`src/tpp_pkg.sv`:
```
package tpp_pkg;

    // Bus geometry
    localparam int unsigned ADDR_W = 12;
    localparam int unsigned DATA_W = 32;
    localparam int unsigned IDX_W = 10;

    // Register indices, byte address is four times the index
    localparam logic [IDX_W-1:0] IDX_CTRL = 10'h111;
    localparam logic [IDX_W-1:0] IDX_CLKPER = 10'h112;
    localparam logic [IDX_W-1:0] IDX_PH_A = 10'h113;
    localparam logic [IDX_W-1:0] IDX_PH_B = 10'h114;

    // Reset values
    localparam logic [7:0] RST_CTRL = 8'h00;
    localparam logic [6:0] RST_CLKPER = 7'h00;
    localparam logic [7:0] RST_PH = 8'h00;

    // modulator_control fields
    localparam int unsigned CTL_PHA_EN = 0;
    localparam int unsigned CTL_PHB_EN = 1;
    localparam int unsigned CTL_ROLE_LO = 2;
    localparam int unsigned CTL_ROLE_HI = 3;
    localparam int unsigned CTL_BLANK_A = 4;
    localparam int unsigned CTL_ASD_EN = 6;
    localparam int unsigned CTL_RESTART = 7;

    // clock_and_period_control fields
    localparam int unsigned CLK_STATUS = 7;
    localparam int unsigned CLK_PRESC_HI = 6;
    localparam int unsigned CLK_PRESC_LO = 5;
    localparam int unsigned CLK_PER_HI = 4;

    // Phase control fields
    localparam int unsigned PH_POL = 7;
    localparam int unsigned PH_C2 = 6;
    localparam int unsigned PH_C1 = 5;
    localparam int unsigned PH_OFS_HI = 4;

    // Sync role codes
    localparam logic [1:0] ROLE_SLAVE = 2'h2;
    localparam logic [1:0] ROLE_MASTER = 2'h3;

    localparam int unsigned NPH = 2;

    typedef enum logic [1:0] {
        RUN_IDLE = 2'h0,
        RUN_WAIT = 2'h1,
        RUN_GO = 2'h3,
        RUN_SHUT = 2'h2
    } tpp_run_t;

    typedef struct packed {
        logic [2:0] cnt;
        logic tick;
    } tpp_div_t;

    typedef struct packed {
        logic [7:0] ctrl;
        logic [6:0] clkper;
        logic [NPH-1:0][7:0] ph;
        logic status;
        tpp_run_t run;
        logic [4:0] count;
        logic [NPH-1:0] active;
        logic [NPH-1:0] fresh;
        logic [NPH-1:0] pin;
        logic [NPH-1:0] oe;
        logic sync_out;
        logic casc_out;
        logic casc_oe;
        logic [1:0] sync_sd;
        logic [1:0] sync_c1;
        logic [1:0] sync_c2;
        logic [1:0] sync_casc;
        logic pready;
        logic pslverr;
        logic [DATA_W-1:0] prdata;
    } tpp_state_t;

endpackage : tpp_pkg

```
`src/tpp_tick_div.sv`:
```
`timescale 1ns/100ps
`default_nettype none
module tpp_tick_div (
    // Clock and reset
    input wire logic mclk,
    input wire logic sys_rst,
    // Control
    input wire logic clear,
    input wire logic [1:0] sel,
    // Modulation tick
    output logic tick
);

    tpp_pkg::tpp_div_t s_reg;
    tpp_pkg::tpp_div_t s_next;
    logic [2:0] mask;

    always_comb
    begin
        s_next = s_reg;
        mask = 3'((4'h1 << sel) - 4'h1);
        s_next.tick = ~clear & ((s_reg.cnt & mask) == mask);
        s_next.cnt = clear ? 3'h0 : 3'(s_reg.cnt + 3'h1);
    end

    always_ff @(posedge mclk)
    begin
        if (sys_rst)
        begin
            s_reg <= '0;
        end
        else
        begin
            s_reg <= s_next;
        end
    end

    assign tick = s_reg.tick;

endmodule : tpp_tick_div
`default_nettype wire

```
`src/tpp_pwm.sv`:
```
// Decided for this implementation: the APB register port.
`timescale 1ns/100ps
`default_nettype none
module tpp_pwm (
    // Clock and reset
    input wire logic mclk,
    input wire logic sys_rst,
    // APB slave
    input wire logic psel,
    input wire logic penable,
    input wire logic pwrite,
    input wire logic [tpp_pkg::ADDR_W-1:0] paddr,
    input wire logic [tpp_pkg::DATA_W-1:0] pwdata,
    output logic [tpp_pkg::DATA_W-1:0] prdata,
    output logic pready,
    output logic pslverr,
    // Feedback and shutdown inputs
    input wire logic comparator_one_output,
    input wire logic comparator_two_output,
    input wire logic shutdown_input_pin,
    // Cascade pin
    input wire logic cascade_pin_in,
    output logic cascade_pin_out,
    output logic cascade_pin_oe,
    // Phase outputs
    output logic phase_a_output,
    output logic phase_a_oe,
    output logic phase_b_output,
    output logic phase_b_oe
);

    tpp_pkg::tpp_state_t s_reg;
    tpp_pkg::tpp_state_t s_next;
    logic tick;

    function automatic logic reg_hit(
        input logic [tpp_pkg::ADDR_W-1:0] addr,
        input logic [tpp_pkg::IDX_W-1:0] idx
    );
        reg_hit = (addr[tpp_pkg::ADDR_W-1:2] == idx);
    endfunction : reg_hit

    tpp_tick_div u_div (
        .mclk(mclk),
        .sys_rst(sys_rst),
        .clear(s_reg.run != tpp_pkg::RUN_GO),
        .sel(s_reg.clkper[tpp_pkg::CLK_PRESC_HI:tpp_pkg::CLK_PRESC_LO]),
        .tick(tick)
    );

    always_comb
    begin
        logic setup;
        logic wr;
        logic any_hit;
        logic en;
        logic [1:0] role;
        logic slave;
        logic master;
        logic sd_cond;
        logic sw_clear;
        logic sw_set;
        logic restart;
        logic load;
        logic at_end;
        logic [4:0] per;
        logic trig;
        logic blank;
        setup = 1'b0;
        wr = 1'b0;
        any_hit = 1'b0;
        en = 1'b0;
        role = 2'h0;
        slave = 1'b0;
        master = 1'b0;
        sd_cond = 1'b0;
        sw_clear = 1'b0;
        sw_set = 1'b0;
        restart = 1'b0;
        load = 1'b0;
        at_end = 1'b0;
        per = 5'h0;
        trig = 1'b0;
        blank = 1'b0;
        s_next = s_reg;

        // Two-stage input synchronisers
        s_next.sync_sd = {s_reg.sync_sd[0], shutdown_input_pin};
        s_next.sync_c1 = {s_reg.sync_c1[0], comparator_one_output};
        s_next.sync_c2 = {s_reg.sync_c2[0], comparator_two_output};
        s_next.sync_casc = {s_reg.sync_casc[0], cascade_pin_in};

        // Bus: answer in the first access cycle
        setup = psel & ~penable;
        any_hit = reg_hit(paddr, tpp_pkg::IDX_CTRL)
                | reg_hit(paddr, tpp_pkg::IDX_CLKPER)
                | reg_hit(paddr, tpp_pkg::IDX_PH_A)
                | reg_hit(paddr, tpp_pkg::IDX_PH_B);
        s_next.pready = setup;
        s_next.pslverr = setup & ~any_hit;
        if (setup)
        begin
            s_next.prdata = '0;
            if (reg_hit(paddr, tpp_pkg::IDX_CTRL))
                s_next.prdata[7:0] = s_reg.ctrl;
            if (reg_hit(paddr, tpp_pkg::IDX_CLKPER))
                s_next.prdata[7:0] = {s_reg.status, s_reg.clkper};
            if (reg_hit(paddr, tpp_pkg::IDX_PH_A))
                s_next.prdata[7:0] = s_reg.ph[0];
            if (reg_hit(paddr, tpp_pkg::IDX_PH_B))
                s_next.prdata[7:0] = s_reg.ph[1];
        end
        wr = psel & penable & pwrite & s_reg.pready;
        if (wr & reg_hit(paddr, tpp_pkg::IDX_CTRL))
            s_next.ctrl = pwdata[7:0];
        if (wr & reg_hit(paddr, tpp_pkg::IDX_CLKPER))
            s_next.clkper = pwdata[6:0];
        if (wr & reg_hit(paddr, tpp_pkg::IDX_PH_A))
            s_next.ph[0] = pwdata[7:0];
        if (wr & reg_hit(paddr, tpp_pkg::IDX_PH_B))
            s_next.ph[1] = pwdata[7:0];

        en = s_reg.ctrl[tpp_pkg::CTL_PHA_EN] | s_reg.ctrl[tpp_pkg::CTL_PHB_EN];
        role = s_reg.ctrl[tpp_pkg::CTL_ROLE_HI:tpp_pkg::CTL_ROLE_LO];
        slave = (role == tpp_pkg::ROLE_SLAVE);
        master = (role == tpp_pkg::ROLE_MASTER);
        restart = s_reg.ctrl[tpp_pkg::CTL_RESTART];
        per = s_reg.clkper[tpp_pkg::CLK_PER_HI:0];

        sd_cond = s_reg.ctrl[tpp_pkg::CTL_ASD_EN] & en & ~s_reg.sync_sd[1];
        sw_clear = wr & reg_hit(paddr, tpp_pkg::IDX_CLKPER)
                 & ~pwdata[tpp_pkg::CLK_STATUS];
        sw_set = wr & reg_hit(paddr, tpp_pkg::IDX_CLKPER)
               & pwdata[tpp_pkg::CLK_STATUS] & ~restart;
        if (sd_cond | sw_set)
            s_next.status = 1'b1;
        else if (s_reg.status & (restart | sw_clear))
            s_next.status = 1'b0;

        s_next.sync_out = 1'b0;
        case (s_reg.run)
            tpp_pkg::RUN_IDLE:
            begin
                s_next.count = 5'h0;
                if (en)
                    s_next.run = slave ? tpp_pkg::RUN_WAIT : tpp_pkg::RUN_GO;
            end
            tpp_pkg::RUN_WAIT:
            begin
                s_next.count = 5'h0;
                if (s_reg.sync_casc[1])
                begin
                    s_next.run = tpp_pkg::RUN_GO;
                    load = 1'b1;
                end
            end
            tpp_pkg::RUN_GO:
            begin
                if (tick)
                begin
                    load = 1'b1;
                    at_end = (s_reg.count == per);
                    if ((slave & s_reg.sync_casc[1]) | at_end)
                        s_next.count = 5'h0;
                    else
                        s_next.count = 5'(s_reg.count + 5'h1);
                    s_next.sync_out = at_end;
                end
                else
                begin
                    s_next.sync_out = s_reg.sync_out;
                end
            end
            tpp_pkg::RUN_SHUT:
            begin
                s_next.count = 5'h0;
                if (!s_next.status)
                    s_next.run = slave ? tpp_pkg::RUN_WAIT : tpp_pkg::RUN_GO;
            end
            default:
            begin
                s_next.run = tpp_pkg::RUN_IDLE;
                s_next.count = 5'h0;
            end
        endcase
        if (!en)
        begin
            s_next.run = tpp_pkg::RUN_IDLE;
            s_next.count = 5'h0;
            s_next.sync_out = 1'b0;
            load = 1'b0;
        end
        else if (s_next.status)
        begin
            s_next.run = tpp_pkg::RUN_SHUT;
            s_next.count = 5'h0;
            s_next.sync_out = 1'b0;
            load = 1'b0;
        end

        for (int i = 0; i < tpp_pkg::NPH; i++)
        begin
            trig = (s_reg.ph[i][tpp_pkg::PH_C1] & s_reg.sync_c1[1])
                 | (s_reg.ph[i][tpp_pkg::PH_C2] & s_reg.sync_c2[1]);
            blank = s_reg.ctrl[tpp_pkg::CTL_BLANK_A + i];
            if ((s_next.run != tpp_pkg::RUN_GO) | ~s_reg.ctrl[i])
            begin
                s_next.active[i] = 1'b0;
                s_next.fresh[i] = 1'b0;
            end
            else if (load
                     & (s_next.count == s_reg.ph[i][tpp_pkg::PH_OFS_HI:0]))
            begin
                s_next.active[i] = 1'b1;
                s_next.fresh[i] = 1'b1;
            end
            else
            begin
                s_next.fresh[i] = 1'b0;
                if (s_reg.active[i] & trig & ~(blank & s_reg.fresh[i]))
                    s_next.active[i] = 1'b0;
            end
            s_next.pin[i] = s_next.active[i] ^ s_reg.ph[i][tpp_pkg::PH_POL];
            s_next.oe[i] = s_reg.ctrl[i];
        end

        s_next.casc_oe = master;
        s_next.casc_out = master & s_next.sync_out;
    end

    always_ff @(posedge mclk)
    begin
        if (sys_rst)
        begin
            s_reg <= '0;
            s_reg.ctrl <= tpp_pkg::RST_CTRL;
            s_reg.clkper <= tpp_pkg::RST_CLKPER;
            s_reg.ph <= {tpp_pkg::RST_PH, tpp_pkg::RST_PH};
            s_reg.run <= tpp_pkg::RUN_IDLE;
        end
        else
        begin
            s_reg <= s_next;
        end
    end

    assign prdata = s_reg.prdata;
    assign pready = s_reg.pready;
    assign pslverr = s_reg.pslverr;
    assign cascade_pin_out = s_reg.casc_out;
    assign cascade_pin_oe = s_reg.casc_oe;
    assign phase_a_output = s_reg.pin[0];
    assign phase_a_oe = s_reg.oe[0];
    assign phase_b_output = s_reg.pin[1];
    assign phase_b_oe = s_reg.oe[1];

endmodule : tpp_pwm
`default_nettype wire

```
`config.mk`:
```
export PLATFORM = sky130hd
export DESIGN_NAME = tpp_pwm
export DESIGN_NICKNAME = d
export VERILOG_FILES = /design/src/tpp_pkg.sv /design/src/tpp_tick_div.sv /design/src/tpp_pwm.sv
export SDC_FILE = /design/constraint.sdc
export NUM_CORES = 1
export LEC_CHECK = 0
export BUFFER_PORTS_ARGS = -buffer_cell sky130_fd_sc_hd__buf_2
export CAP_MARGIN = 25
export CORE_UTILIZATION = 50
export DETAILED_ROUTE_END_ITERATION = 10
export PLACE_DENSITY = 0.76
export SYNTH_ARGS = -nofsm -noshare
export SYNTH_HDL_FRONTEND = slang
export SYNTH_HIERARCHICAL = 1
export SYNTH_SLANG_ARGS = --single-unit
```
`constraint.sdc`:
```
create_clock -name mclk -period 2.8 [get_ports mclk]
set_clock_uncertainty 0.15 [all_clocks]
set_input_delay 0.14 -clock mclk [delete_from_list [all_inputs] [get_ports mclk]]
set_output_delay 0.14 -clock mclk [all_outputs]
set_load 0.05 [all_outputs]
```
==> Word level (Yosys, flattened, before mapping) <==
Index checks and enable logic that the tools add are counted.
{ "word_totals": {"reg_bits": 72} }
{ "classes": {"n_mux": 31, "bitwise_logic": 54, "shifts": 1, "n_eq_ne": 15, "add_sub_neg": 3, "reduce_logical": 6} }
{ "op_table": {"columns": ["operator", "count"], "rows": [
  ["equality test 10 x 9 -> 1 bit (second input constant)", 4],
  ["2-to-1 mux 8 bit", 4],
  ["bitwise AND 1 bit", 30],
  ["2-to-1 mux 1 bit", 18],
  ["equality test 5 bit", 3],
  ["2-to-1 mux 7 bit", 2],
  ["OR 1 bit", 11],
  ["2-to-1 mux 5 bit", 2],
  ["NOT 1 bit", 10],
  ["case mux 5 bit (2 select lines)", 1],
  ["equality test 2 bit (second input constant)", 4],
  ["OR reduction 2 bit", 4],
  ["adder 5 x 1 -> 5 bit (second input constant)", 1],
  ["2-to-1 mux 2 bit", 2],
  ["inequality test 2 bit (second input constant)", 2],
  ["case mux 2 bit (2 select lines)", 1],
  ["adder 3 x 1 -> 3 bit (second input constant)", 1],
  ["bitwise AND 3 bit", 1],
  ["equality test 3 bit", 1],
  ["OR reduction 3 bit", 1],
  ["left shift 1 x 2 -> 3 bit (first input constant)", 1],
  ["subtractor 3 x 1 -> 3 bit (second input constant)", 1],
  ["equality test 2 x 1 -> 1 bit (second input constant)", 1],
  ["logical NOT 2 bit", 1],
  ["other kinds (2)", 3]
]} }

==> Depth between registers and ports, before layout <==
Gate-level depths: netlist of the first run.
{ "logic_depth": {"depth_word": 16, "depth_mapped": 8, "ltp_nobuf": 8} }

==> Cells and area by module <==
The synthesis of the first run kept the hierarchy.
{ "modules_own_cells": {"columns": ["mod", "cells_per_inst", "area_per_inst_um2", "seq_area_each_um2", "instances"], "rows": [
  ["tpp_pwm", 399, 3478.3, 1361.3, 1],
  ["tpp_tick_div", 13, 142.6, 80.1, 1]
]} }

==> Least setup slack after synthesis of the first run <==
OpenSTA, ideal clock, no wires.
{ "synth_path": {"kind": "register to register", "startpoint": "reg s_reg (netlist bit pready)", "endpoint": "reg s_reg (netlist bit phase_a_output)", "required_ns": 2.527, "path_buffers": 1, "path_stages_with_launch": 9, "arrival_ns": 2.401, "slack_ns": 0.126, "period_less_slack_ns": 2.674, "cell_sequence": "dfxtp_1 -> and4_2 -> clkbuf_8 -> nand4_4 -> mux2_4 -> nor3_1 -> o2111ai_1 -> o21ai_1 -> mux2_1"} }
{ "synth_via": {"elab_chain_cells": 14, "elab_cells_between_ends": 21, "cone_classes": "2 x eq/ne; 8 x mux; 11 x bitwise"} }
{ "synth_rtl": {"columns": ["element", "line_no", "text"], "rows": [
  ["from (decl)", "tpp_pwm.sv:32", "tpp_pkg::tpp_state_t s_reg;"],
  ["from (signal assigned)", "tpp_pwm.sv:243", "s_reg <= s_next;"],
  ["bitwise AND 1 bit *", "tpp_pwm.sv:113", "wr = psel & penable & pwrite & s_reg.pready;"],
  ["bitwise AND 1 bit *", "tpp_pwm.sv:131, tpp_pwm.sv:133", null],
  ["bitwise AND 1 bit", "tpp_pwm.sv:132", "& ~pwdata[tpp_pkg::CLK_STATUS];"],
  ["OR 1 bit", "tpp_pwm.sv:137", "else if (s_reg.status & (restart | sw_clear))"],
  ["bitwise AND 1 bit", "tpp_pwm.sv:137", null],
  ["2-to-1 mux 1 bit", "tpp_pwm.sv:137", null],
  ["2-to-1 mux 1 bit *", "tpp_pwm.sv:135", "if (sd_cond | sw_set)"],
  ["2-to-1 mux 7 bit", "tpp_pwm.sv:193", "else if (s_next.status)"],
  ["2-to-1 mux 7 bit", "tpp_pwm.sv:186", "if (!en)"],
  ["equality test 5 bit", "tpp_pwm.sv:212", "& (s_next.count == s_reg.ph[i][tpp_pkg::PH_OFS_HI:0]))"],
  ["bitwise AND 1 bit", "tpp_pwm.sv:212", null],
  ["2-to-1 mux 1 bit", "tpp_pwm.sv:211", "else if (load"],
  ["2-to-1 mux 1 bit *", "tpp_pwm.sv:206", "if ((s_next.run != tpp_pkg::RUN_GO) | ~s_reg.ctrl[i])"],
  ["bitwise XOR 1 bit *", "tpp_pwm.sv:223", "s_next.pin[i] = s_next.active[i] ^ s_reg.ph[i][tpp_pkg::PH_POL];"]
]} }
Every way passes the cells marked *; elsewhere a longest branch is shown, timed or not.
A chain may end at the register's enable or synchronous reset.

==> Worst setup path after layout of the first run <==
{ "layout_path": {"startpoint": "in paddr[5] (netlist name)", "endpoint": "reg s_reg (netlist bit phase_a_output)"} }
{ "layout_via": {"elab_chain_cells": 14, "elab_cells_between_ends": 21, "cone_classes": "3 x eq/ne; 8 x mux; 10 x bitwise"} }
{ "layout_rtl": {"columns": ["element", "line_no", "text"], "rows": [
  ["from (decl)", "tpp_pwm.sv:12", "input wire logic [tpp_pkg::ADDR_W-1:0] paddr,"],
  ["equality test 10 x 9 -> 1 bit *", "tpp_pwm.sv:40", "reg_hit = (addr[tpp_pkg::ADDR_W-1:2] == idx);"],
  ["bitwise AND 1 bit *", "tpp_pwm.sv:131, tpp_pwm.sv:133", null],
  ["bitwise AND 1 bit", "tpp_pwm.sv:132", null],
  ["OR 1 bit", "tpp_pwm.sv:137", null],
  ["bitwise AND 1 bit", "tpp_pwm.sv:137", null],
  ["2-to-1 mux 1 bit", "tpp_pwm.sv:137", null],
  ["2-to-1 mux 1 bit *", "tpp_pwm.sv:135", null],
  ["2-to-1 mux 7 bit", "tpp_pwm.sv:193", null],
  ["2-to-1 mux 7 bit", "tpp_pwm.sv:186", null],
  ["equality test 5 bit", "tpp_pwm.sv:212", null],
  ["bitwise AND 1 bit", "tpp_pwm.sv:212", null],
  ["2-to-1 mux 1 bit", "tpp_pwm.sv:211", null],
  ["2-to-1 mux 1 bit *", "tpp_pwm.sv:206", null],
  ["bitwise XOR 1 bit *", "tpp_pwm.sv:223", null]
]} }
Marks and branches as above.

==> metrics.txt, run 1 <==
final routed wirelength across all metal layers=~8 mm; overall die width=87.1 µm; run status=completed; number of setup violations in the final report=0; Final GP Congestion=0.914; Largest register FFs=46; vias per std cell=roughly 5.3; placed wire-length estimate=about 5.8 mm; type of the worst min-delay path=in2reg; number of global-route vias before repair=approximately 2,800; RSZ-0062 raised after global routing=false; Worst VDD drop=about 0.3 mV; Syn Area/Cell=~9 µm²; classification of the worst setup path=in2reg; Min Clock Period, post-route=2.64 ns; final hold violations=0; maximum fanout encountered on the critical timing path=6; Worst EP arrival=2.73 ns; fraction of synthesis flops using an asynchronous set or reset pin=0; DR pass1 iterations=4; max-cap violation count=0; remaining global-route overflow=0; NumNets Final=520; ratio of final minimum period to clock period=0.943; vias after detailed routing=3,027; Synth top area share=0.398; row count=30; Remaining DRCs=0; synthesized instance count=412; achievable clock frequency=around 0.38 GHz; latest clock arrival within the worst-skew pair=0.35 ns; Total Neg Setup Slack=0 ns; fraction of the yosys area taken by sequential cells=0.398; Slew Limit Fails=0; most area-hungry cell type in the Yosys netlist=sky130_fd_sc_hd__dfxtp_1; input/output buffers=42; Initial Utilization=0.524; remaining number of nets flagged by the antenna check after routing=0; final std cells w/o fill=566; clk sinks=72; Die Footprint=0.00759 mm²; Critical Path End Type=register; cell area after synthesis=0.00362 mm²; data required time of the critical path=2.89 ns; largest net degree at the start of global routing=27; post-synthesis register bit count=72; number of flops mapped to enable cells by yosys=0; worst rel slew slack=0.565; fraction of layout instances using a drive strength above 1=0.198; Cell Pwr Density=around 520 mW/mm²; Diodes inserted=0; top flip-flop cell by instance count after synthesis=sky130_fd_sc_hd__dfxtp_1; count of distinct cell types in the synthesized netlist=61; relative area change from synthesis to final layout=15.9%; number of placed instances, taps included=533; Die Ht=a little under 90 µm; CTS tree=done; synthesis warning total=6; wire length of the first global-routing pass=13.0 mm; clock root buffer master=sky130_fd_sc_hd__clkbuf_8; pin slew with the least headroom to its limit=around 0.65 ns; number of violations reported at the end of detailed-routing iteration 0=178; Critical Path Source Type=input port; core area=0.00691 mm²; initial antenna violation count=0; clock slew seen by the registers of the worst setup and hold paths=0.08 ns; average routed wire per standard cell=~14 µm; CTS Buf Count=9; Max Root-Sink Buffers=2; Top-Level Pins=93; number of levels the H-tree was split into=3; leakage power summed over all cells=0.00173 µW; biggest area contributors in the synthesized netlist=sky130_fd_sc_hd__dfxtp_1, sky130_fd_sc_hd__buf_4, sky130_fd_sc_hd__nand2_1, sky130_fd_sc_hd__nor2_1, sky130_fd_sc_hd__mux2i_1; overall global routing resource usage=0.224
[path summary, 6_finish.rpt]
path	from	to	slack (ns)	depth (start not counted)
setup reg to reg	s_reg[54]	phase_b_output	0.22	8
setup / recovery	paddr[5]	phase_a_output	0.16	9
hold reg to reg	s_next[37]	s_reg[37]	0.29	1
hold / removal	paddr[4]	pslverr	0.05	3
[area by class of cell]
type                       instances  area, µm²
clock inverter                     7        103
sequential                        72       1440
multi-input combinational        310       1950
timing repair buffer              69        450
clock buffer                       9        124
inverter                           3       11.3
tap                               96        120
fill                             622       2710
[synth_stat cells (3+ instances only)]
cell type                  number
sky130_fd_sc_hd__a32oi_1        4
sky130_fd_sc_hd__a21oi_1       26
sky130_fd_sc_hd__and2b_2        4
sky130_fd_sc_hd__mux2i_1       16
sky130_fd_sc_hd__nor2_1        43
sky130_fd_sc_hd__nor3b_1        3
sky130_fd_sc_hd__xnor2_1        9
sky130_fd_sc_hd__nand2_1       49
sky130_fd_sc_hd__nor3_1         8
sky130_fd_sc_hd__o21ai_0       16
sky130_fd_sc_hd__o21ai_1        3
sky130_fd_sc_hd__a211oi_1       4
sky130_fd_sc_hd__a311oi_1       7
sky130_fd_sc_hd__nor2b_1       18
sky130_fd_sc_hd__inv_1          3
sky130_fd_sc_hd__dfxtp_1       72
sky130_fd_sc_hd__buf_2          3
sky130_fd_sc_hd__buf_4         32
sky130_fd_sc_hd__xor2_1         6
sky130_fd_sc_hd__nand3_1       18
sky130_fd_sc_hd__clkbuf_1      13
[report_power, final]
group / internal (µW) / leakage [µW] / total, µW / switching [µW]
sequential: 1040 / 0.000583 / 1040 / 4.68
combinational: 48.3 / 0.00104 / 195 / 147
clock: 510 / 0.000110 / 929 / 419
[per-layer routing]
metal  global-route usage  routed length, µm  up-vias
li1                     -                  -     1496
met1                0.279               3460     1426
met2                0.376               4070       93
met4               0.0879                138        0
met5                    0                  0        -
met3               0.0502                412       12
[cell usage in the layout, fill, tap and decap left out, types with 3 or more instances in the layout]
cell	count
sky130_fd_sc_hd__inv_1	3
sky130_fd_sc_hd__and2b_2	4
sky130_fd_sc_hd__mux2i_1	16
sky130_fd_sc_hd__o21ai_1	3
sky130_fd_sc_hd__xor2_1	5
sky130_fd_sc_hd__dfxtp_1	72
sky130_fd_sc_hd__a311oi_1	7
sky130_fd_sc_hd__a211oi_1	4
sky130_fd_sc_hd__buf_4	12
sky130_fd_sc_hd__clkbuf_8	9
sky130_fd_sc_hd__nand3_1	18
sky130_fd_sc_hd__nor2_1	43
sky130_fd_sc_hd__nor3_1	8
sky130_fd_sc_hd__a21oi_1	26
sky130_fd_sc_hd__nand2_1	49
sky130_fd_sc_hd__o21ai_0	16
sky130_fd_sc_hd__xnor2_1	9
sky130_fd_sc_hd__nor3b_1	3
sky130_fd_sc_hd__a32oi_1	4
sky130_fd_sc_hd__dlygate4sd3_1	15
sky130_fd_sc_hd__buf_2	42
sky130_fd_sc_hd__conb_1	24
sky130_fd_sc_hd__nor2b_1	18
[kinds of logic after synthesis]
group	Yosys count	share of synthesized area
other	1	0.00104
multiplexers	22	0.0670
AO/OA/AOI/OAI	78	0.143
adder cells (fa/ha/maj)	2	0.00691
flip-flops	72	0.398
XOR/XNOR	17	0.0498
buffers and inverters	53	0.0919
AND/OR/NAND/NOR	167	0.243
[through the flow]
| stage | setup slack [ns] | cell area (µm²) | util | hold WS [ns] | total power, µW |
|---|---|---|---|---|---|
| after CTS | 0.158 | 4170 | 0.603 | 0.0322 | 2180 |
| final | 0.159 | 4200 | 0.608 | 0.0462 | 2160 |
| after detailed placement | 0.185 | 3790 | 0.549 | 0.205 | 1240 |
| after global routing | 0.00964 | 4200 | 0.608 | 0.0597 | 2240 |
| after floorplan | 0.126 | 3710 | - | 0.0658 | 1240 |
| after global placement | 0.294 | 3790 | 0.549 | 0.201 | 1240 |
[critical path, stage by stage]
cell and delay, ns:
sky130_fd_sc_hd__dlygate4sd3_1 0.53, sky130_fd_sc_hd__buf_2 0.12, sky130_fd_sc_hd__nor3b_2 0.34, sky130_fd_sc_hd__nand4_4 0.21, sky130_fd_sc_hd__mux2i_4 0.31, sky130_fd_sc_hd__nand2_1 0.25, sky130_fd_sc_hd__a2bb2oi_2 0.23, sky130_fd_sc_hd__o21ai_1 0.24
sky130_fd_sc_hd__mux2_1 0.35
[repair_timing]
action | 4_1_cts | 5_1_grt
resized for setup | 0 | 2
setup buffers | 0 | 2
hold buffers | 15 | 0
setup endpoints to repair | 0 | 3
endpoints found under the hold margin | 36 | 0
(Power assumes the default switching activity.)
==> run 2: changes to the inputs <==
--- a/config.mk
+++ b/config.mk
@@ -7,9 +7,11 @@
 export LEC_CHECK = 0
 export BUFFER_PORTS_ARGS = -buffer_cell sky130_fd_sc_hd__buf_2
 export CAP_MARGIN = 25
-export CORE_UTILIZATION = 50
+export CELL_PAD_IN_SITES_DETAIL_PLACEMENT = 0
+export CELL_PAD_IN_SITES_GLOBAL_PLACEMENT = 1
+export CORE_UTILIZATION = 39
 export DETAILED_ROUTE_END_ITERATION = 10
-export PLACE_DENSITY = 0.76
+export PLACE_DENSITY_LB_ADDON = 0.1
 export SYNTH_ARGS = -nofsm -noshare
 export SYNTH_HDL_FRONTEND = slang
 export SYNTH_HIERARCHICAL = 1
==> metrics.txt, run 2 (synthesis results as in run 1) <==
run status=completed; Worst VDD drop=0.294 mV (+0.20%); reg-to-reg slack, setup=0.17 ns (-0.05 ns); Largest register FFs=46 (unchanged); data required time of the critical path=2.89 ns (about the same); top cell family by delay on the critical path=compound AO/OA/AOI/OAI gates; number of violations reported at the end of detailed-routing iteration 0=112 (-37%); Worst Reg2Reg Path Length in Cells=9 (+1); NumNets Final=523 (+0.58%); ordered cell list for the critical path=ha_1 > nand4_1 > xor2_1 > buf_4 > xnor2_1 > a32oi_1 > a2bb2oi_1 > o21ai_1 > mux2_1; number of buffers and inverters on the critical path=1 (-1); max-cap violation count=0 (unchanged); Max Root-Sink Buffers=2 (unchanged); average routed wire per standard cell=15.4 µm (+7.6%); final hold violations=0 (unchanged); pin slew with the least headroom to its limit=0.625 ns (-0.0255 ns); classification of the worst setup path=reg2reg; DR pass1 iterations=6 (+2); number of levels the H-tree was split into=3 (unchanged); initial antenna violation count=0 (unchanged); number of global-route vias before repair=2,924 (+6.2%); overall global routing resource usage=0.195 (-0.0285); achievable clock frequency=0.380 GHz (+0.39%); Die Footprint=0.00967 mm² (+28%); Worst R2R Start=s_reg[54]; CTS tree=done; number of placed instances, taps included=550 (+3.2%); final core area utilization=0.477 (-0.131); Min Clock Period, post-route=2.63 ns (-0.0102 ns); most common cell after layout, fill and taps aside=sky130_fd_sc_hd__dfxtp_1; remaining global-route overflow=0 (unchanged); number of cells on the critical path=9 (unchanged); number of setup violations in the final report=0 (unchanged); post-route standard cell area excluding fillers=0.00422 mm² (+0.60%); ratio of final minimum period to clock period=0.940 (-0.00363); wire length of the first global-routing pass=14.5 mm (+12%); core area=0.00885 mm² (+28%); remaining number of nets flagged by the antenna check after routing=0 (unchanged); row count=34 (+13%); type of the worst min-delay path=in2reg; Critical Path End Type=register; hold wc startpoint=paddr[9]; placed wire-length estimate=6.52 mm (+13%); Total Neg Setup Slack=0 ns (unchanged); clock root buffer master=sky130_fd_sc_hd__clkbuf_8; final routed wirelength across all metal layers=8.93 mm (+11%); cts repair resizes=0 (unchanged); relative area change from synthesis to final layout=16.6%; highest-delay cell along the critical path=sky130_fd_sc_hd__dfxtp_1; Remaining DRCs=0 (unchanged); power after layout=2180 µW (+0.87%); Slew Limit Fails=0 (unchanged); total of fill cells in the finished design=917 (+47%); vias after detailed routing=2,966 (-2.0%); Die Ht=98.4 µm (+13%); Final GP Congestion=0.797 (-13%); input/output buffers=42 (unchanged); latest clock arrival within the worst-skew pair=0.36 ns (about the same); clock slew seen by the registers of the worst setup and hold paths=0.08 ns (about the same); worst rel slew slack=0.582 (+0.0170); critical path's largest stage delay=0.42 ns (-0.11 ns); CTS Buf Count=9 (unchanged); Worst Hold Path EP=pslverr; maximum fanout encountered on the critical timing path=5 (-1); final std cells w/o fill=581 (+2.7%); highest-count cells in the layout ignoring fill and taps=sky130_fd_sc_hd__dfxtp_1, sky130_fd_sc_hd__nand2_1, sky130_fd_sc_hd__nor2_1; fraction of layout instances using a drive strength above 1=0.199 (+0.000859); largest net degree at the start of global routing=27 (unchanged); Worst EP arrival=2.72 ns (about the same); leakage power summed over all cells=0.00175 µW (+1.2%); Initial Utilization=0.409 (-0.115); number of cells on the worst hold path=4 (+1); overall die width=98.4 µm (+13%); end of the worst register-to-register path=phase_b_output; Cell Pwr Density=517 mW/mm² (+0.27%); Diodes inserted=0 (unchanged); clk sinks=72 (unchanged); vias per std cell=5.10 (-4.5%); Critical Path Source Type=register; Top-Level Pins=93 (unchanged); RSZ-0062 raised after global routing=false; total placed instance area=0.00384 mm² (+1.4%)
==> run 2: repair_timing <==
action                                 4_1_cts  5_1_grt
endpoints found under the hold margin       36        0
setup buffers                                0        0
hold buffers                                15        0
==> run 2: worst max-delay path by stage <==
stage | start | endpoint | slack, ns
global placement | u_div/tick | phase_b_output | 0.28
global route | u_div/tick | phase_a_output | 0.03
finish | s_reg[54] | phase_b_output | 0.17
floorplan | pready | phase_a_output | 0.13
detailed placement | u_div/tick | phase_a_output | 0.22
CTS | u_div/tick | phase_a_output | 0.21
==> run 2: cell type report <==
type / instances / area (µm²) / area share
flip-flops and latches: 72 / 1440 / 0.341
repair buffers: 72 / 473 / 0.112
inverters: 3 / 11.3 / 0.00267
well taps: 108 / 135 / 0.0320
clock inverters: 6 / 90.1 / 0.0213
multi-input cells: 310 / 1930 / 0.458
clock buffers: 10 / 138 / 0.0326
==> run 2: worst register-to-register path, stage by stage (launching register included) <==
cell                        delay, ns
sky130_fd_sc_hd__dfxtp_1         0.42
sky130_fd_sc_hd__ha_1            0.29
sky130_fd_sc_hd__nand4_1         0.12
sky130_fd_sc_hd__xor2_1          0.17
sky130_fd_sc_hd__buf_4           0.16
sky130_fd_sc_hd__xnor2_1         0.12
sky130_fd_sc_hd__a32oi_1         0.21
sky130_fd_sc_hd__a2bb2oi_1       0.38
sky130_fd_sc_hd__o21ai_1         0.17
sky130_fd_sc_hd__mux2_1          0.34
==> run 2: where the power goes <==
part	switching (µW)	leakage [µW]	internal [µW]
Combinational	148	0.00106	50.3
Clock	416	0.000113	529
Sequential	4.79	0.000583	1040
==> run 2: through the flow <==
| step | hold WS [ns] | setup slack, ns |
|---|---|---|
| 2_1_floorplan | 0.0658 | 0.126 |
| 4_1_cts | 0.0330 | 0.209 |
| 6_report | 0.0357 | 0.169 |
| 5_1_grt | 0.0544 | 0.0324 |
| 3_3_place_gp | 0.198 | 0.277 |
| 3_5_place_dp | 0.207 | 0.224 |
==> run 2: layer usage <==
metal | part of all wire | wire length, µm | global-route usage | vias to the layer above
met5 | 0 | 0 | 0 | -
met4 | 0.011 | 98 | 0.0551 | 0
met3 | 0.031 | 281 | 0.0394 | 8
met2 | 0.49 | 4340 | 0.337 | 64
met1 | 0.47 | 4220 | 0.247 | 1399
li1 | - | - | - | 1495
==> run 3: changes to the inputs <==
--- a/config.mk
+++ b/config.mk
@@ -9,7 +9,8 @@
 export CAP_MARGIN = 25
 export CELL_PAD_IN_SITES_DETAIL_PLACEMENT = 0
 export CELL_PAD_IN_SITES_GLOBAL_PLACEMENT = 1
-export CORE_UTILIZATION = 39
+export CORE_UTILIZATION = 41
+export CTS_BUF_LIST = sky130_fd_sc_hd__clkbuf_4
 export DETAILED_ROUTE_END_ITERATION = 10
 export PLACE_DENSITY_LB_ADDON = 0.1
 export SYNTH_ARGS = -nofsm -noshare
==> metrics.txt, run 3 (synthesis results as in run 1) <==
Min Clock Period, post-route=2.59 ns (-0.0441 ns); core area=0.00838 mm² (-5.3%); Largest register FFs=46 (unchanged); Final GP Congestion=0.823 (+3.2%); met2 track demand over resource in global routing=0.337 (about the same); placed wire-length estimate=6.41 mm (-1.8%); Worst EP arrival=2.75 ns (+0.03 ns); end of the worst register-to-register path=phase_b_output; GRT met3 Usage=0.0529 (+0.0136); vias after detailed routing=2,938 (-0.94%); number of levels the H-tree was split into=3 (unchanged); largest net degree at the start of global routing=36 (+33%); Worst Hold Path EP=prdata[4]; met1 routing resource usage after global routing=0.266 (+0.0193); postcts setup bufs=0 (unchanged); average routed wire per standard cell=15.2 µm (-1.3%); Worst R2R Start=s_reg[54]; Total Neg Setup Slack=0 ns (unchanged); Remaining DRCs=0 (unchanged); layer carrying the most global-route usage=met2; max-cap violation count=0 (unchanged); Die Footprint=0.00921 mm² (-4.8%); Top-Level Pins=93 (unchanged); ratio of final minimum period to clock period=0.924 (-0.0157); Initial Utilization=0.432 (+0.0228); fraction of layout instances using a drive strength above 1=0.197 (-0.00167); RSZ-0062 raised after global routing=false; classification of the worst setup path=in2reg; reg-to-reg slack, setup=0.23 ns (+0.06 ns); Worst Reg2Reg Path Length in Cells=8 (-1); hold wc startpoint=penable; run status=completed; Die Ht=96.0 µm (-2.4%); input/output buffers=42 (unchanged); CTS tree=done; highest-count cells in the layout ignoring fill and taps=sky130_fd_sc_hd__dfxtp_1, sky130_fd_sc_hd__nand2_1, sky130_fd_sc_hd__nor2_1; overall global routing resource usage=0.204 (+0.00884); DR pass1 iterations=4 (-2); Critical Path Source Type=input port; achievable clock frequency=0.387 GHz (+1.7%); clock root buffer master=sky130_fd_sc_hd__clkbuf_4; data required time of the critical path=2.96 ns (+0.07 ns); Critical Path End Type=register; wire length of the first global-routing pass=14.0 mm (-3.5%); maximum fanout encountered on the critical timing path=6 (+1); initial antenna violation count=0 (unchanged); row count=33 (-2.9%); number of cells on the worst hold path=5 (+1); latest clock arrival within the worst-skew pair=0.42 ns (+0.06 ns); clk sinks=72 (unchanged); most common cell after layout, fill and taps aside=sky130_fd_sc_hd__dfxtp_1; Max Root-Sink Buffers=2 (unchanged); Slew Limit Fails=0 (unchanged); number of setup violations in the final report=0 (unchanged); relative area change from synthesis to final layout=16.0%; CTS Buf Count=9 (unchanged); Min Hold Slack=0.0542 ns (+0.0185 ns); Cell Pwr Density=474 mW/mm² (-8.3%); Diodes inserted=0 (unchanged); number of global-route vias before repair=2,793 (-4.5%); number of violations reported at the end of detailed-routing iteration 0=77 (-31%); vias per std cell=5.05 (-1.1%); final routed wirelength across all metal layers=8.83 mm (-1.1%); leakage power summed over all cells=0.00175 µW (-0.36%); type of the worst min-delay path=in2reg; final hold violations=0 (unchanged); Worst VDD drop=0.264 mV (-10%); remaining number of nets flagged by the antenna check after routing=0 (unchanged); overall die width=96.0 µm (-2.4%); clock slew seen by the registers of the worst setup and hold paths=0.13 ns (+0.05 ns); remaining global-route overflow=0 (unchanged); total of fill cells in the finished design=840 (-8.4%); NumNets Final=527 (+0.76%)
==> run 3: cell count changes in the layout (fill, tap and decap cells not counted) <==
| cell | delta |
|---|---|
| sky130_fd_sc_hd__xor2_1 | -1 |
| sky130_fd_sc_hd__dlygate4sd3_1 | +4 |
| sky130_fd_sc_hd__xor2_2 | +1 |
| sky130_fd_sc_hd__clkbuf_4 | +9 |
| sky130_fd_sc_hd__clkinv_1 | +1 |
| sky130_fd_sc_hd__clkbuf_8 | -10 |
==> run 3: what timing repair did <==
action | CTS | global route
hold endpoints to repair | 42 | 0
setup endpoints to repair | 0 | 1
gates resized for setup | 0 | 1
hold buffers | 19 | 0
==> run 3: worst max-delay path: stages <==
cell                            delay, ns
sky130_fd_sc_hd__dlygate4sd3_1       0.53
sky130_fd_sc_hd__buf_2               0.13
sky130_fd_sc_hd__nor4b_4             0.39
sky130_fd_sc_hd__nand4_4             0.19
sky130_fd_sc_hd__mux2_4              0.38
sky130_fd_sc_hd__nor3_1              0.26
sky130_fd_sc_hd__o2111ai_1           0.15
sky130_fd_sc_hd__o21ai_1             0.24
sky130_fd_sc_hd__mux2_1              0.34
==> run 3: metrics by stage <==
stage	util	instances	total power, µW	setup slack, ns	area (µm²)
final	0.501	582	1990	0.213	4200
after global routing	0.501	582	2070	0.0482	4200
after CTS	0.500	582	2020	0.189	4190
after detailed placement	0.458	547	1250	0.201	3840
after global placement	0.458	547	1250	0.256	3840
after floorplan	-	435	1240	0.126	3710
==> run 3: worst max-delay path by stage <==
stage,start,end,slack [ns],depth (start not counted)
finish,paddr[9],phase_a_output,0.21,9
global route,paddr[9],phase_a_output,0.05,9
CTS,s_reg[54],phase_a_output,0.19,8
detailed placement,s_reg[54],phase_a_output,0.20,8
global placement,s_reg[54],phase_a_output,0.26,8
floorplan,pready,phase_a_output,0.13,8
==> run 3: area by class of cell <==
| class | instances | area (µm²) | area share |
|---|---|---|---|
| multi-input cells | 310 | 1940 | 0.462 |
| flip-flops and latches | 72 | 1440 | 0.343 |
| repair buffers | 76 | 513 | 0.122 |
| well taps | 105 | 131 | 0.0313 |
| clock inverters | 7 | 93.8 | 0.0223 |
| clock buffers | 9 | 67.6 | 0.0161 |
| inverters | 3 | 11.3 | 0.00268 |
==> run 3: routing by layer <==
| metal | vias up | routed length, µm | share of wire |
|---|---|---|---|
| li1 | 1507 | - | - |
| met4 | 0 | 72 | 0.0082 |
| met3 | 6 | 237 | 0.027 |
| met1 | 1372 | 4260 | 0.48 |
| met5 | - | 0 | 0 |
| met2 | 53 | 4260 | 0.48 |
==> run 3: power breakdown <==
part           switching [µW]  internal, µW  total [µW]
Sequential               5.09          1040        1040
Combinational             149          52.1         201
Clock                     386           362         748
